===== config.mk =====
export PLATFORM = sky130hd
export DESIGN_NAME = hyp_fence_and_mstatus_ctl
export DESIGN_NICKNAME = d
export VERILOG_FILES = /design/src/design/hyp_ctl_pkg.sv /design/src/design/hyp_fence_and_mstatus_ctl.sv
export SDC_FILE = /design/constraint.sdc
export NUM_CORES = 1
export LEC_CHECK = 0
export ABC_AREA = 1
export BUFFER_PORTS_ARGS = -buffer_cell sky130_fd_sc_hd__buf_4
export CAP_MARGIN = 20
export CORE_AREA = 10 10 186 188
export CTS_CLUSTER_SIZE = 16
export DETAILED_ROUTE_END_ITERATION = 8
export DIE_AREA = 0 0 196 198
export GPL_ROUTABILITY_DRIVEN = 0
export SLEW_MARGIN = 10
export SYNTH_ARGS = -nofsm -noshare
export SYNTH_HDL_FRONTEND = slang
export SYNTH_SLANG_ARGS = --single-unit

===== constraint.sdc =====
create_clock -name sys_clk -period 1.8 [get_ports sys_clk]
set_clock_uncertainty 0.05 [all_clocks]
set_input_delay 0.18 -clock sys_clk [delete_from_list [all_inputs] [get_ports sys_clk]]
set_output_delay 0.18 -clock sys_clk [all_outputs]
set_load 0.01 [all_outputs]

===== src/design/hyp_ctl_pkg.sv =====
// Shared constants and carriers for the hypervisor fence and status control block
package hyp_ctl_pkg;
	localparam int XLEN_MAX = 64;

	// Privilege encodings
	localparam logic [1:0] PRIV_U = 2'h0;
	localparam logic [1:0] PRIV_S = 2'h1;
	localparam logic [1:0] PRIV_M = 2'h3;

	// Machine status field positions
	localparam int POS_UIE = 0;
	localparam int POS_SIE = 1;
	localparam int POS_UPIE = 4;
	localparam int POS_SPIE = 5;
	localparam int POS_MPIE = 7;
	localparam int POS_MIE = 3;
	localparam int POS_SPP = 8;
	localparam int POS_MPP = 11;
	localparam int POS_FS = 13;
	localparam int POS_XS = 15;
	localparam int POS_MODIFY_PRIVILEGE = 17;
	localparam int POS_SUM = 18;
	localparam int POS_MXR = 19;
	localparam int POS_TVM = 20;
	localparam int POS_TW = 21;
	localparam int POS_TSR = 22;
	localparam int POS_UXL = 32;
	localparam int POS_SXL = 34;
	localparam int POS_MTL = 38;
	localparam int POS_MPV = 39;
	localparam int POS_SD = 63;

	// Writable bits of machine status; foreground supervisor status view
	localparam logic [63:0] MSTATUS_WMASK = 64'h0000_00CF_007F_F9BB;
	localparam logic [63:0] SSTATUS_MASK = 64'h8000_0003_000D_E133;
	localparam logic [63:0] MSTATUS_RESET = 64'h0000_000A_0000_0000;
	localparam logic [63:0] RV32_HIDE_MASK = 64'h0000_00C0_0000_0000;

	// Width field encoding for 32-bit
	localparam logic [1:0] WIDTH_32 = 2'h1;

	// Fence instruction encoding
	localparam logic [6:0] OPC_SYSTEM = 7'h73;
	localparam logic [2:0] F3_PRIV = 3'h0;
	localparam logic [6:0] F7_GUEST_FENCE = 7'h51;
	localparam logic [6:0] F7_VS_FENCE = 7'h11;
	localparam logic [4:0] REG_ZERO = 5'h00;

	typedef enum logic [1:0]
	{
		FENCE_NONE = 2'b00,
		FENCE_GUEST = 2'b01,
		FENCE_VS = 2'b10
	} fence_kind_e;

	// Request to translation logic to flush structures
	typedef struct packed
	{
		logic        valid;
		logic        guest_phys;     // Guest-physical structures
		logic        vs_level;       // Background VS-level structures
		logic        all_addr;
		logic        all_id;
		logic [63:0] addr;
		logic [15:0] id;
		logic [15:0] vmid;
	} fence_req_s;

	// Effective access mode for loads and stores
	typedef struct packed
	{
		logic [1:0] priv;
		logic       virt;
		logic       bare;
		logic       two_level;
		logic       hs_mxr;
		logic       vs_mxr;
		logic       sum;
	} eff_mode_s;
endpackage : hyp_ctl_pkg


===== src/design/hyp_fence_and_mstatus_ctl.sv =====
// Hypervisor fence decode, machine status extension and effective mode logic
//
// Overview of operation
// (RULE1) Fences legal in machine, or HS without trap_virtual_memory
// (RULE2) Illegal fence raises illegal-instruction exception
// (RULE3) Guest fence hits guest table; VS fence background
// (RULE4) Supervisor fence touches foreground structures only
// (RULE5) VS fence ordering scoped to current VM id
// (RULE6) VS fence: nonzero rs1 address, rs2 identifier
// (RULE7) VS fence ignores identifier bits above implemented width
// (RULE8) VS fence may go global over everything
// (RULE9) Guest fence orders stores before guest-physical reads
// (RULE10) Guest fence: rs1 address>>2, rs2 VM identifier
// (RULE11) 32-bit: rs1 holds guest address bits 33:2
// (RULE12) Guest fence ignores VM id bits above width
// (RULE13) Guest fence may go global over everything
// (RULE14) Machine trap saves virtualization into prev_virt_bit
// (RULE15) Machine return restores virtualization unless privilege 3
// (RULE16) Machine trap sets fault_translation_level for guest faults
// (RULE17) 32-bit harts hide prev_virt and translation-level bits
// (RULE18) Supervisor width for HS, user width otherwise; machine mode gets fixed 2'h2 (WIDTH_32 on 32-bit), VS mode gets bg_uxl (WIDTH_32 on 32-bit)
// (RULE19) Return and memory traps only apply in HS
// (RULE20) Timeout wait applies in all non-machine modes
// (RULE21) Modify-privilege uses saved privilege and virtualization
// (RULE22) Saved privilege 3 gives untranslated machine access
// (RULE23) Virtualized previous mode uses two-level translation rules
// (RULE24) Hypervisor modify-privilege substitutes hypervisor saved fields
// (RULE25) Supervisor status is a view of machine status
// (RULE26) VS width from background status, else foreground
// (RULE27) Virtualization change swaps translation control registers
`timescale 1ns/1ps

module hyp_fence_and_mstatus_ctl
#(
	parameter int  ASID_LEN  = 16,      // Implemented guest address-space id width
	parameter int  VMID_LEN  = 14,      // Implemented VM id width
	parameter bit  IS_RV32   = 1'b0,    // 32-bit hart
	parameter bit  GLOBAL_FENCE = 1'b0  // Simple flush-everything fences
)
(
	input  wire logic                    sys_clk,         // Hart clock
	input  wire logic                    nrst,            // Async reset, active low
	// Instruction issue
	input  wire logic                    insn_valid,      // Instruction presented
	input  wire logic [31:0]             insn,            // Instruction word
	input  wire logic [63:0]             rs1_val,         // First source value
	input  wire logic [63:0]             rs2_val,         // Second source value
	input  wire logic [1:0]              cur_priv,        // Current privilege
	input  wire logic [15:0]             cur_vmid,        // Guest translation VM id
	output logic                         illegal_insn,    // Illegal-instruction exception
	output hyp_ctl_pkg::fence_req_s      fence_req,       // Flush request, registered
	// Traps and returns
	input  wire logic                    trap_to_m,       // Trap taken into machine mode
	input  wire logic                    trap_guest_fault, // Fault from guest translation
	input  wire logic                    machine_return,  // Machine return executed
	input  wire logic                    virt_set,        // Other virtualization change
	input  wire logic                    virt_set_val,    // Value for that change
	output logic                         virt,            // Current virtualization mode
	output logic                         swap_satp,       // Swap background/foreground tables
	// Status register access
	input  wire logic                    mstatus_we,      // Machine status write
	input  wire logic                    sstatus_we,      // Supervisor status write
	input  wire logic [63:0]             csr_wdata,       // Write data
	output logic [63:0]                  machine_status,  // Machine status read
	output logic [63:0]                  sstatus_rdata,   // Foreground supervisor status
	input  wire logic [1:0]              bg_uxl,          // Background status user width
	// Hypervisor status inputs
	input  wire logic                    hyp_modify_privilege, // Hypervisor modify-privilege
	input  wire logic                    hyp_saved_virt_bit,   // Hypervisor saved virt
	input  wire logic                    hs_saved_supervisor_privilege, // HS saved privilege
	input  wire logic                    hs_mxr,          // HS-level exec-readable
	input  wire logic                    vs_mxr,          // VS-level exec-readable
	input  wire logic                    vs_sum,          // VS-level user access
	// Derived controls
	output logic [1:0]                   cur_xlen_field,  // Width code for current mode
	output logic                         tsr_active,      // Return trap in effect
	output logic                         tvm_active,      // Memory trap in effect
	output logic                         tw_active,       // Timeout wait in effect
	output hyp_ctl_pkg::eff_mode_s       eff_mode         // Load/store effective mode
);
	import hyp_ctl_pkg::*;

	logic [63:0] status;
	logic        virt_q;
	logic [63:0] vis_mask;

	// Decode
	wire         is_sys = insn[6:0] == OPC_SYSTEM && insn[14:12] == F3_PRIV
		&& insn[11:7] == REG_ZERO;
	wire         dec_guest = is_sys && insn[31:25] == F7_GUEST_FENCE;
	wire         dec_vs = is_sys && insn[31:25] == F7_VS_FENCE;
	wire         is_fence = insn_valid && (dec_guest || dec_vs);
	wire [4:0]   rs1_idx = insn[19:15];
	wire [4:0]   rs2_idx = insn[24:20];
	wire         hs_mode = cur_priv == PRIV_S && !virt_q;
	wire         in_m = cur_priv == PRIV_M;
	wire         fence_ok = in_m || (hs_mode && !status[POS_TVM]); // RULE1
	wire         next_fence_go = is_fence && fence_ok;

	// Identifier field masks; upper bits dropped
	wire [15:0]  asid_mask = 16'(({16'h0000, 16'hffff} >> (16 - ASID_LEN))); // RULE7
	wire [15:0]  vmid_mask = 16'(({16'h0000, 16'hffff} >> (16 - VMID_LEN))); // RULE12
	// Guest address: rs1 carries address >> 2
	wire [63:0]  guest_addr = IS_RV32 ? {30'h0000_0000, rs1_val[31:0], 2'b00} // RULE11
		: {rs1_val[61:0], 2'b00}; // RULE10
	wire [63:0]  vs_addr = rs1_val; // RULE6

	assign illegal_insn = is_fence && !fence_ok; // RULE2

	always_ff @(posedge sys_clk or negedge nrst)
	begin
		if (!nrst)
			fence_req <= '0;
		else
		begin
			fence_req.valid      <= next_fence_go; // RULE9
			// Guest fence never touches VS structures and vice versa, unless GLOBAL_FENCE sets both
			fence_req.guest_phys <= dec_guest || GLOBAL_FENCE; // RULE3
			fence_req.vs_level   <= dec_vs || GLOBAL_FENCE; // RULE4
			fence_req.all_addr   <= rs1_idx == REG_ZERO || GLOBAL_FENCE; // RULE8
			fence_req.all_id     <= rs2_idx == REG_ZERO || GLOBAL_FENCE; // RULE13
			fence_req.addr       <= dec_guest ? guest_addr : vs_addr;
			fence_req.id         <= dec_guest ? (rs2_val[15:0] & vmid_mask)
				: (rs2_val[15:0] & asid_mask);
			// VS fence scoped to the VM live at fence time
			fence_req.vmid       <= cur_vmid & vmid_mask; // RULE5
		end
	end

	// Machine status
	wire [1:0]   saved_prev_privilege = status[POS_MPP+:2];
	wire         prev_virt_bit = status[POS_MPV];
	wire [63:0]  mstatus_wr = (status & ~MSTATUS_WMASK) | (csr_wdata & MSTATUS_WMASK);
	wire [63:0]  sstatus_wr = (status & ~SSTATUS_MASK) | (csr_wdata & SSTATUS_MASK);
	logic [63:0] next_status;
	logic        next_virt;

	always_comb
	begin
		next_status = status;
		next_virt = virt_q;
		if (trap_to_m)
		begin
			next_status[POS_MPV] = virt_q; // RULE14
			next_status[POS_MTL] = trap_guest_fault; // RULE16
			next_status[POS_MPP+:2] = cur_priv;
			next_status[POS_MPIE] = status[POS_MIE];
			next_status[POS_MIE] = 1'b0;
			next_virt = 1'b0;
		end
		else if (machine_return)
		begin
			next_virt = (saved_prev_privilege == PRIV_M) ? 1'b0 : prev_virt_bit; // RULE15
			next_status[POS_MIE] = status[POS_MPIE];
			next_status[POS_MPIE] = 1'b1;
			next_status[POS_MPP+:2] = PRIV_U;
		end
		else if (mstatus_we)
			next_status = mstatus_wr;
		else if (sstatus_we)
			next_status = sstatus_wr; // RULE25
		else if (virt_set)
			next_virt = virt_set_val;
		if (IS_RV32)
			next_status = next_status & ~RV32_HIDE_MASK; // RULE17
	end

	always_ff @(posedge sys_clk or negedge nrst)
	begin
		if (!nrst)
		begin
			status <= MSTATUS_RESET;
			virt_q <= 1'b0;
			swap_satp <= 1'b0;
		end
		else
		begin
			status <= next_status;
			virt_q <= next_virt;
			swap_satp <= next_virt != virt_q; // RULE27
		end
	end

	// Both views read the same storage
	assign vis_mask = IS_RV32 ? ~RV32_HIDE_MASK : 64'hffff_ffff_ffff_ffff;
	assign machine_status = status & vis_mask;
	assign sstatus_rdata = status & SSTATUS_MASK; // RULE25
	assign virt = virt_q;

	// Width per mode
	wire [1:0]   supervisor_width_field = IS_RV32 ? WIDTH_32 : status[POS_SXL+:2];
	wire [1:0]   user_width_field = IS_RV32 ? WIDTH_32 : status[POS_UXL+:2];
	wire         vs_mode = cur_priv == PRIV_S && virt_q;
	assign cur_xlen_field = in_m ? (IS_RV32 ? WIDTH_32 : 2'h2)
		: hs_mode ? supervisor_width_field // RULE18
		: vs_mode ? (IS_RV32 ? WIDTH_32 : bg_uxl) // RULE26
		: user_width_field;

	assign tsr_active = hs_mode && status[POS_TSR]; // RULE19
	assign tvm_active = hs_mode && status[POS_TVM]; // RULE19
	assign tw_active = !in_m && status[POS_TW]; // RULE20

	// Effective access mode
	wire         modify_privilege = status[POS_MODIFY_PRIVILEGE];
	wire         use_hyp = modify_privilege && saved_prev_privilege != PRIV_M && hyp_modify_privilege; // RULE24
	wire [1:0]   sel_priv = use_hyp ? {1'b0, hs_saved_supervisor_privilege}
		: modify_privilege ? saved_prev_privilege : cur_priv; // RULE21
	wire         sel_virt = use_hyp ? hyp_saved_virt_bit
		: modify_privilege ? (saved_prev_privilege != PRIV_M && prev_virt_bit) : virt_q;
	wire         m_level = sel_priv == PRIV_M; // RULE22

	always_comb
	begin
		eff_mode.priv = sel_priv;
		eff_mode.virt = sel_virt && !m_level;
		eff_mode.bare = m_level;
		eff_mode.two_level = sel_virt && !m_level; // RULE23
		eff_mode.hs_mxr = hs_mxr;
		eff_mode.vs_mxr = sel_virt && vs_mxr;
		eff_mode.sum = sel_virt ? vs_sum : status[POS_SUM]; // RULE23
	end
endmodule : hyp_fence_and_mstatus_ctl


# Word level (Yosys, flattened, before mapping)
# Cells that the tools add are included.
[op_classes]
mux = 26
multipliers = 0
div_mod_pow = 0
n_bitwise = 4
n_lt_le_gt_ge = 0
n_reduce_logical = 34
n_addsub = 0
n_shift = 0
n_eq_ne = 10
[op_table]
columns = ["op", "count"]
rows = [
  ["$mux 64", 3],
  ["$or 63x64->64", 1],
  ["$or 64x40->64", 1],
  ["$mux 27", 1],
  ["$logic_and 1x1->1", 18],
  ["$mux 16", 1],
  ["$mux 2", 8],
  ["$logic_not 5->1", 3],
  ["$eq 7x7->1 const B", 2],
  ["$mux 1", 13],
  ["$eq 7x5->1 const B", 1],
  ["$eq 2x2->1 const B", 3],
  ["$logic_not 1->1", 5],
  ["$ne 2x2->1 const B", 2],
  ["$reduce_bool 4->1", 1],
  ["$logic_not 3->1", 1],
  ["$reduce_and 3->1", 1],
  ["$reduce_bool 3->1", 1],
  ["$eq 2x1->1 const B", 1],
  ["$logic_or 1x1->1", 2],
  ["$not 1->1", 2],
  ["$reduce_and 2->1", 1],
  ["$reduce_bool 2->1", 1],
  ["$ne 1x1->1", 1],
]
[word_totals]
inputBits = 260
elab_cells = 87
romBits = 0
ram_bits = 0
latch_bits = 0
mem_count = 0
ff_bits = 165

# Longest topological paths before layout
# Gate-level depths: netlist (run 1).
[depth]
depth_word = 7
mapped_depth = 9

# Worst setup path after synthesis (run 1)
# OpenSTA, ideal clock, no wires.
[synth_timing]
path_type = "register to output"
from = "reg status[17], in the netlist machine_status[17]"
to = "out eff_mode[5] (netlist bit)"
slack_ps = 313
n_path_buf = 2
required_ps = 1570
path_stages_with_launch = 7
arrival_time_ps = 1257
path_cell_list = "dfrtp_1 buf_2 nand3_1 or2_1 nand2_1 nor2_1 buf_4"
[synth_rtl]
columns = ["element", "line", "rtl"]
rows = [
  ["start: declaration", "hyp_fence_and_mstatus_ctl.sv:83", "logic [63:0] status;"],
  ["start signal: assignment", "hyp_fence_and_mstatus_ctl.sv:178", "status <= next_status;"],
  ["end: declaration", "hyp_fence_and_mstatus_ctl.sv:79", "output hyp_ctl_pkg::eff_mode_s eff_mode"],
]

==> key figures, run 1 <==
Timing
  – RSZ-0062 raised after global routing: true
  – Setup WS post-layout: -0.04820 ns
  – Final hold slack: between 0.04 and 0.05 ns
  – Pins Over Slew Limit: 0
  – Headroom to the max-slew limit: between 30% and 40%
  – Setup violators final: 3
  – Fin crit share: 102.7%
  – Final Hold Viols: 0
  – Fin crit period: 1.848 ns
  – Fmax: 541.1 MHz
  – Pin slew with the least headroom to its limit: around 1.0 ns

Routing
  – Top Metal Used: met4
  – DR pass1 iterations: 4
  – # DRC: 0
  – Vias per cell: between 3 and 4
  – WL met2: between 10 and 15 mm
  – Final wirelength: between 20 and 25 mm
  – DR vias: between 5000 and 6000
  – Routed WL per cell: 16.09 microns
  – Initial detailed-routing violation count: roughly 210
  – Metal1 wirelength: between 9 and 10 mm
  – WL met3: between 2 and 2.5 mm
  – Post-route ant nets: 0

Worst setup path
  – CP required: 1.57 ns
  – RR Endpoint: machine_status[38]$_DFFE_PN0P_
  – CP Capture Type: output pin
  – R2R depth: 3
  – Slowest stage delay, CP: around 0.46 ns
  – R2r setup slk: 0.53 ns
  – Crit Reg-Reg Startpoint: machine_status[38]$_DFFE_PN0P_
  – CP max FO: 5
  – Critical-path top delay cell: dfrtp_2
  – Startpoint types: register
  – Crit path top cell by count: nor2_1
  – Critical Path, Cell by Cell: buf_6 > o211ai_1 > nor2_1 > nor2_1 > buf_4
  – WS Path Type: reg2out
  – Worst Path Arrival: roughly 1.6 ns

Yosys
  – Cell with the most instances after synthesis: nand2_1
  – Area leader, netlist: dfrtp_1
  – Syn Area/Cell: 8.895 sq um
  – Ys async rst share: 100.0%
  – Synth area leaders: dfrtp_1, nand2_1, buf_4
  – Mapped Area: roughly 0.0058 sq mm
  – Synth top area share: approximately 54%
  – Post-synth top flop: dfrtp_1
  – Mapped Cells: roughly 650
  – Number of synthesized register bits: between 100 and 150
  – EDFF count, synth: 0
  – Seq/Total Area, Yosys: 55.18%
  – Yosys cell types: 29
  – Commonest cells in the synthesized netlist: nand2_1, dfrtp_1, buf_4
  – Synth warnings: 0

Power and ir drop
  – Leakage power: about 5.4 nW
  – Worst VDD drop: 555.5 uV
  – Power per cell area: around 800 mW/mm^2
  – Total power draw: between 0.008 and 0.009 W

Global route
  – Grt ovf: 0
  – First-pass GRT wire length: around 37 mm
  – Vias in the first global route: 6409
  – Total GRT Usage: between 10% and 20%
  – Initial antenna violation count: 0
  – Pin count of the biggest net entering global routing: 68

Clock network
  – Total CTS buffers: 17
  – Maximum buffer depth of the clock tree: 2
  – Root Driver: clkbuf_16
  – CTS tree: yes
  – Htree depth: 4
  – Clk_lat worst skew: between 0.4 and 0.5 ns
  – Number of clock sinks: ~130
  – Reg clk slew, reported paths: ~0.070 ns

Status
  – Failing checks: negative setup slack
  – Status: finished, violations left

Place
  – Placed cells: around 1300
  – PortBufs: 324
  – DP HPWL: around 18 mm

Die
  – Die height: between 150 and 200 microns
  – Row cnt: 65
  – Die width: slightly below 200 microns
  – I/O pin cnt: 505
  – Starting Density: 18.55%
  – Die area: 0.03881 sq mm
  – Core area: between 0.03 and 0.04 sq mm

Finish
  – Layout cells sized above 1: between 30% and 40%
  – Multi-input logic area: ~0.0019 sq mm
  – Layout area overhead: 77.40%
  – Fin cells: around 1500
  – Ant. Diodes: 0
  – NumNets Final: roughly 1400
  – Fin util: about a third
  – Fill count: ~3200
  – Register Area: between 0.003 and 0.004 sq mm

Hold path
  – Hold crit path type: in2reg
  – Hold Path Origin: machine_return
  – Hold depth: 4
  – Hold endpoint: machine_status[3]$_DFFE_PN0P_

Flow run
  – # Max-Cap Violations: 0
[critical path: cells and delay by family (launching register included)]
family	cells	cell delay, ns
buffers and inverters	2	0.30
AO/OA/AOI/OAI	1	0.21
flip-flops	1	0.46
AND/OR/NAND/NOR	2	0.24
[stage by stage]
stage | setup TNS [ns] | setup WS (ns) | instance area (sq um)
finish | -0.1253 | -0.04820 | 10230
global placement | -0.5699 | -0.05178 | 8270
global route | -0.4896 | -0.1471 | 10230
CTS | -0.1389 | -0.04764 | 10190
detailed placement | -0.2390 | -0.03245 | 8270
floorplan | 0 | 0.3129 | 6098
[flip-flops by register name, indices dropped and copies added, names as in the netlist]
signal	count
virt	1
swap_satp	1
fence_req	99
machine_status	26
[area by class of cell]
| cell class | instances | area share, % |
|---|---|---|
| flip-flops and latches | 127 | 31.13 |
| well taps | 402 | 4.919 |
| multi-input cells | 443 | 18.65 |
| inverters | 37 | 1.358 |
| clock inverters | 15 | 1.640 |
| repair buffers | 468 | 38.15 |
| clock buffers | 17 | 4.160 |
[cell usage in the layout, fill, tap and decap left out, types with 2 or more instances in the layout]
master         count
a21oi_1            3
buf_12             5
buf_4            334
buf_6              2
clkbuf_16         17
clkinv_4           2
clkinv_8           4
conb_1            90
dfrtp_1          123
dfrtp_2            2
dfstp_2            2
dlygate4sd3_1    127
inv_1             27
inv_2             10
inv_6              5
inv_8              3
nand2_1          217
nand2_2            2
nand3_1           70
nand4_1            4
nor2_1            23
nor2_2             3
nor2_4             3
nor3_1             3
nor3b_1            2
o211ai_1           2
o21ai_0            5
o21ai_1            4
[what timing repair did]
action / in CTS / in global routing
resized for setup: 9 / 8
setup buffers: 4 / 1
hold endpoints to repair: 249 / 0
setup endpoints to repair: 6 / 9
hold buffers: 127 / 0
pin swaps: 2 / 4
[how the worst max path moves through the flow]
stage	startpoint	end	slack (ns)	cells past startpoint
global placement	mstatus_we	machine_status[19]$_DFFE_PN0P_	-0.05	6
CTS	machine_status[17]$_DFFE_PN0P_	eff_mode[3]	-0.05	5
global route	machine_status[12]$_DFFE_PN0P_	eff_mode[0]	-0.15	7
floorplan	machine_status[17]$_DFFE_PN0P_	eff_mode[5]	0.31	6
detailed placement	mstatus_we	machine_status[32]$_DFFE_PN0P_	-0.03	6
finish	machine_status[17]$_DFFE_PN0P_	eff_mode[5]	-0.05	5
[where the power goes]
group	internal [W]	switching, W
sequential	0.00305	0.000129
clock	0.00186	0.00158
combinational	0.000901	0.000805
[per-layer routing]
metal  GRT usage (%)  up-vias
met3           4.752       19
met1           13.51     2736
met5               0        -
li1                -     2726
met2           20.30      318
met4           4.327        0
[logic make-up after synthesis]
group	synth area share, %
flops	55.18
compound gates	1.997
simple gates	24.18
buf+inv	18.58
other cells	0.06506
No activity file was read; power rests on OpenSTA's default activity.
==> run 2, diff against run 1 <==
PLACE_DENSITY = 0.43   (was unset)
==> run 2 against run 1 <==
  * The flow still finishes with violations (negative setup slack)
  * Setup slack lost 0.0090 ns
  * Hold slack lost 0.0065 ns
  * Die area is the same
  * Count of clock-buffer cells in the layout unchanged
  * Sequential cell count stayed put
  * Power grew 1.8%
  * Combinational power increased by 4%
==> key figures, run 2 (same netlist as run 1, synthesis figures left out) <==
Status
  – Status: finished, violations left (unchanged)
  – Failing checks: negative setup slack (unchanged)

Worst setup path
  – Crit path top cell by count: nand2_2 (was nor2_1)
  – Slowest stage delay, CP: 0.41 ns (was 0.46 ns)
  – CP max FO: 3 (was 5)
  – Crit path buffers/inverters: 1 (was 2)
  – CP top delay family: simple AND/OR/NAND/NOR gates (was flip-flops)
  – Worst Path Arrival: 1.63 ns (was 1.62 ns)
  – Critical-path top delay cell: dfrtp_1 (was dfrtp_2)
  – CP Capture Type: output pin (unchanged)
  – Startpoint types: register (unchanged)
  – Critical Path, Cell by Cell: nand2_2 > nand3_2 > or2_1 > nand2_2 > nand2_2 > nand2_2 > buf_6 (was buf_6 > o211ai_1 > nor2_1 > nor2_1 > buf_4)
  – WS Path Type: reg2out (unchanged)
  – CP required: 1.57 ns (about the same)

Finish
  – Fin util: 33.13% (was 32.92%)
  – Fill count: 3243 (was 3171)
  – Largest register FFs: 99 (unchanged)
  – NumNets Final: 1358 (was 1354)
  – Fin cells: 1516 (was 1509)
  – Most frequent cells in the layout: buf_4, nand2_1, dlygate4sd3_1 (unchanged)
  – Most flop-heavy register: fence_req (unchanged)
  – Multi-input logic area: 0.001911 sq mm (was 0.001907 sq mm)
  – Register Area: 0.003183 sq mm (unchanged)
  – Layout cells sized above 1: 36.81% (was 36.31%)
  – Layout area overhead: 78.55% (was 77.40%)
  – Commonest non-fill, non-tap cell in the layout: buf_4 (unchanged)

Timing
  – RSZ-0062 raised after global routing: true (unchanged)
  – Final Hold Viols: 0 (unchanged)
  – Fmax: 538.5 MHz (was 541.1 MHz)
  – Setup violators final: 6 (was 3)
  – Fin crit period: 1.857 ns (was 1.848 ns)
  – Fin crit share: 103.2% (was 102.7%)
  – Setup WS post-layout: -0.05716 ns (was -0.04820 ns)
  – Final hold slack: 0.03863 ns (was 0.04511 ns)
  – Setup TNS: -0.2086 ns (was -0.1253 ns)
  – Pins Over Slew Limit: 0 (unchanged)

Die
  – Die height: 198 microns (unchanged)
  – Die width: 196 microns (unchanged)
  – Row cnt: 65 (unchanged)
  – Die area: 0.03881 sq mm (unchanged)
  – I/O pin cnt: 505 (unchanged)
  – Core area: 0.03107 sq mm (unchanged)
  – Starting Density: 18.55% (unchanged)

Global route
  – Grt ovf: 0 (unchanged)
  – Total GRT Usage: 13.12% (was 12.04%)
  – Initial antenna violation count: 3 (was 0)
  – Vias in the first global route: 6349 (was 6409)
  – First-pass GRT wire length: 38.98 mm (was 36.55 mm)
  – Pin count of the biggest net entering global routing: 68 (unchanged)

Power and ir drop
  – Flop pwr share: 37.6% (was 38.2%)
  – Combinational Power Share: 20.9% (was 20.5%)
  – Switching part of the total: 29.71% (was 30.15%)
  – Power per cell area: 824.1 mW/mm^2 (was 814.5 mW/mm^2)
  – Net switching power: 0.002520 W (was 0.002511 W)
  – Worst VDD drop: 579.4 uV (was 555.5 uV)
  – Internal: 0.005962 W (was 0.005818 W)
  – Clk network pwr share: 41.6% (was 41.3%)
  – Leakage power: 5.368 nW (was 5.351 nW)

Clock network
  – Reg clk slew, reported paths: 0.07 ns (about the same)
  – Total CTS buffers: 17 (unchanged)
  – Clk_lat worst skew: 0.42 ns (about the same)
  – CTS tree: yes (unchanged)
  – Number of clock sinks: 127 (unchanged)
  – Htree depth: 4 (unchanged)
  – Root Driver: clkbuf_16 (unchanged)
  – Maximum buffer depth of the clock tree: 2 (unchanged)

Flow run
  – # Max-Cap Violations: 0 (unchanged)

Routing
  – Initial detailed-routing violation count: 249 (was 208)
  – Final wirelength: 26.40 mm (was 24.28 mm)
  – # DRC: 0 (unchanged)
  – DR pass1 iterations: 4 (unchanged)
  – Routed WL per cell: 17.42 microns (was 16.09 microns)
  – Vias per cell: 3.786 (was 3.843)
  – DR vias: 5740 (was 5799)
  – Post-route ant nets: 0 (unchanged)

Place
  – DP HPWL: 20.25 mm (was 18.22 mm)
  – Dpl ws: 0.2520 ns (was -0.03245 ns)
  – PortBufs: 324 (unchanged)
  – Placed cells: 1344 (was 1345)

Hold path
  – Hold crit path type: in2reg (unchanged)
run 2: cell count changes in the layout (fill, tap and decap cells not counted), sizes merged:
cell      change
clkinv        -4
inv           +2
diode         +3
bufinv        +1
clkinvlp      +1
buf           +4
run 2: power by group through the flow:
stage,Clock [W],Combinational [W],Sequential [W]
2_1_floorplan,0,0.000603,0.00330
3_3_place_gp,0,0.00148,0.00323
3_5_place_dp,0,0.00148,0.00323
4_1_cts,0.00369,0.00175,0.00318
5_1_grt,0.00380,0.00194,0.00321
6_report,0.00353,0.00177,0.00319
run 2: layout make-up:
class                           instances  share of cell area [%]
Sequential cell                       127                   30.93
Tap cell                              402                   4.887
Antenna cell                            3                 0.07294
Multi-Input combinational cell        443                   18.56
Clock buffer                           17                   4.133
Clock inverter                         15                   1.629
Inverter                               37                   1.349
Timing Repair Buffer                  472                   38.44
run 2: worst paths after layout:
kind                                           startpoint  cells past startpoint  slack (ns)                             end
min in group asynchronous                            nrst                      2        0.21         fence_req[30]$_DFF_PN0_
max in group asynchronous                            nrst                      3        0.88         fence_req[45]$_DFF_PN0_
setup / recovery           machine_status[12]$_DFFE_PN0P_                      7       -0.06                     eff_mode[0]
hold / removal                                 mstatus_we                      3        0.04  machine_status[12]$_DFFE_PN0P_
setup reg to reg           machine_status[38]$_DFFE_PN0P_                      3        0.56  machine_status[38]$_DFFE_PN0P_
hold reg to reg            machine_status[35]$_DFFE_PN1P_                      2        0.44  machine_status[35]$_DFFE_PN1P_
run 2: per-stage QoR:
stage | area (sq um) | total power (W)
CTS | 10220 | 0.008615
detailed placement | 8288 | 0.004714
finish | 10290 | 0.008482
global placement | 8288 | 0.004704
floorplan | 6098 | 0.003901
global route | 10290 | 0.008940
run 2: worst reg2reg max path: stages, from the launching register on:
cell and delay [ns]:
dfrtp_1 0.38, nand2_1 0.08, nand3_1 0.07, dlygate4sd3_1 0.55
run 2: per-layer routing:
metal	global-route usage (%)	vias to the layer above	wire, microns
li1	-	2739	-
met1	14.92	2681	10640
met2	22.06	301	12900
met3	5.479	19	2435
met4	3.761	0	427
met5	0	-	0
run 2: timing repair:
item,4_1_cts,5_1_grt
setup endpoints to repair,9,11
pin swaps,4,5
hold endpoints to repair,201,0
hold buffers,127,0
gates resized for setup,8,12
setup buffers,6,4
==> run 3, diff against run 2 <==
CORE_AREA = 2 2 194 196   (was 10 10 186 188)
PLACE_DENSITY = 0.37   (was 0.43)
==> run 3 against run 2 <==
  * The flow still finishes with violations (negative setup slack)
  * Sequential share of layout area hardly changed
  * Cell count is 4.6% higher
  * Setup slack better by 0.018 ns
  * Sequential power hardly changed
  * Combinational power is 5% lower
  * Via count is 1.1% lower
  * Count of clock-buffer cells in the layout is 2 higher
  * Non-clock buffer count stayed put
  * Critical endpoint is now eff_mode[5]
==> key figures, run 3 (same netlist as run 1, synthesis figures left out) <==
Clock network
  – Total CTS buffers: 17 (unchanged)
  – CTS tree: yes (unchanged)
  – Clk_lat worst skew: 0.43 ns (was 0.42 ns)
  – Reg clk slew, reported paths: 0.06 ns (was 0.07 ns)
  – Maximum buffer depth of the clock tree: 2 (unchanged)
  – Number of clock sinks: 127 (unchanged)
  – Htree depth: 4 (unchanged)
  – Root Driver: clkbuf_16 (unchanged)

Routing
  – DR pass1 iterations: 4 (unchanged)
  – DR vias: 5679 (was 5740)
  – Initial detailed-routing violation count: 165 (was 249)
  – Post-route ant nets: 0 (unchanged)
  – Vias per cell: 3.583 (was 3.786)
  – # DRC: 0 (unchanged)
  – Routed WL per cell: 14.10 microns (was 17.42 microns)
  – Final wirelength: 22.34 mm (was 26.40 mm)

Finish
  – Fin util: 27.88% (was 33.13%)
  – NumNets Final: 1358 (unchanged)
  – Commonest non-fill, non-tap cell in the layout: buf_4 (unchanged)
  – Layout cells sized above 1: 36.18% (was 36.81%)
  – Layout area overhead: 78.77% (was 78.55%)
  – Most flop-heavy register: fence_req (unchanged)
  – Design area: 0.01030 sq mm (was 0.01029 sq mm)
  – Most frequent cells in the layout: buf_4, nand2_1, dlygate4sd3_1 (unchanged)
  – Fill count: 3988 (was 3243)
  – Largest register FFs: 99 (unchanged)
  – Ant. Diodes: 0 (was 3)

Worst setup path
  – Critical Path, Cell by Cell: buf_6 > o211ai_1 > nor2_1 > nor2_2 > buf_4 (was nand2_2 > nand3_2 > or2_1 > nand2_2 > nand2_2 > nand2_2 > buf_6)
  – CP Capture Type: output pin (unchanged)
  – Crit path buffers/inverters: 2 (was 1)
  – Startpoint types: register (unchanged)
  – CP required: 1.57 ns (about the same)
  – CP top delay family: flip-flops (was simple AND/OR/NAND/NOR gates)
  – Slowest stage delay, CP: 0.48 ns (was 0.41 ns)
  – Worst Path Arrival: 1.61 ns (was 1.63 ns)
  – WS Path Type: reg2out (unchanged)
  – CP max FO: 8 (was 3)
  – Critical-path top delay cell: dfrtp_2 (was dfrtp_1)

Timing
  – RSZ-0062 raised after global routing: true (unchanged)
  – Final Hold Viols: 0 (unchanged)
  – Pins Over Slew Limit: 0 (unchanged)
  – Fmax: 543.8 MHz (was 538.5 MHz)
  – Fin crit share: 102.2% (was 103.2%)
  – Setup TNS: -0.08518 ns (was -0.2086 ns)
  – Fin crit period: 1.839 ns (was 1.857 ns)
  – Setup WS post-layout: -0.03896 ns (was -0.05716 ns)
  – Setup violators final: 3 (was 6)

Place
  – Cell Area, Placed: 0.008353 sq mm (was 0.008288 sq mm)
  – DP HPWL: 16.80 mm (was 20.25 mm)
  – PortBufs: 324 (unchanged)

Die
  – Core area: 0.03696 sq mm (was 0.03107 sq mm)
  – Starting Density: 15.60% (was 18.55%)
  – Die area: 0.03881 sq mm (unchanged)
  – Die height: 198 microns (unchanged)
  – I/O pin cnt: 505 (unchanged)
  – Die width: 196 microns (unchanged)
  – Row cnt: 71 (was 65)

Power and ir drop
  – Leakage power: 5.331 nW (was 5.368 nW)
  – Total power draw: 0.008128 W (was 0.008482 W)
  – Worst VDD drop: 636.4 uV (was 579.4 uV)
  – Power per cell area: 788.7 mW/mm^2 (was 824.1 mW/mm^2)

Global route
  – Grt ovf: 0 (unchanged)
  – Initial antenna violation count: 0 (was 3)
  – First-pass GRT wire length: 33.04 mm (was 38.98 mm)
  – Pin count of the biggest net entering global routing: 68 (unchanged)
  – Vias in the first global route: 5714 (was 6349)
  – Total GRT Usage: 11.45% (was 13.12%)

Status
  – Failing checks: negative setup slack (unchanged)
  – Status: finished, violations left (unchanged)

Flow run
  – # Max-Cap Violations: 0 (unchanged)

Hold path
  – Hold crit path type: in2reg (unchanged)
run 3: worst register-to-register path, cell delays in order, from the launching register on:
cell           delay (ns)
dfrtp_1              0.38
nand2_1              0.07
nand3_1              0.07
dlygate4sd3_1        0.55
run 3: layout make-up:
class	count	area (sq um)	share of cell area, %
timing repair buffer	472	3940	38.23
sequential	127	3183	30.89
clock buffer	19	432.9	4.201
multi-input combinational	443	1909	18.53
clock inverter	13	107.6	1.044
inverter	37	138.9	1.348
tap	474	593.1	5.755
run 3: worst paths after layout:
kind                                                 from                             end  slack [ns]  cells after the start
setup / recovery           machine_status[17]$_DFFE_PN0P_                     eff_mode[5]       -0.04                      5
hold / removal                                 mstatus_we  machine_status[12]$_DFFE_PN0P_        0.05                      3
setup reg to reg           machine_status[38]$_DFFE_PN0P_  machine_status[38]$_DFFE_PN0P_        0.57                      3
hold reg to reg             machine_status[4]$_DFFE_PN0P_   machine_status[4]$_DFFE_PN0P_        0.46                      2
max in group asynchronous                            nrst         fence_req[72]$_DFF_PN0_        0.95                      3
min in group asynchronous                            nrst   machine_status[7]$_DFFE_PN0P_        0.15                      2
run 3: power breakdown:
part	switching, W	internal [W]
clock	0.00146	0.00179
sequential	0.000134	0.00306
combinational	0.000771	0.000914
total	0.00237	0.00576
run 3: timing repair:
action,in CTS,in global routing
gates resized for setup,11,7
setup endpoints to repair,7,8
buffers inserted,8,0
gates cloned,0,0
pin swaps,4,2
endpoints found under the hold margin,250,0
hold buffers,129,0
run 3: per-stage QoR:
stage / std cells / hold WS [ns] / setup slack (ns)
2_1_floorplan: 737 / -0.1656 / 0.3129
3_3_place_gp: 1416 / 0.04364 / 0.2611
3_5_place_dp: 1416 / 0.04616 / 0.2616
4_1_cts: 1585 / 0.004417 / -0.06849
5_1_grt: 1585 / 0.01591 / -0.1229
6_report: 1585 / 0.04890 / -0.03896
run 3: metal layers:
metal | vias to the layer above | wire length (microns) | GRT usage [%]
met2 | 305 | 10960 | 19.80
met5 | - | 0 | 0
met4 | 0 | 396 | 4.040
met3 | 20 | 1874 | 4.224
li1 | 2735 | - | -
met1 | 2619 | 9109 | 12.99
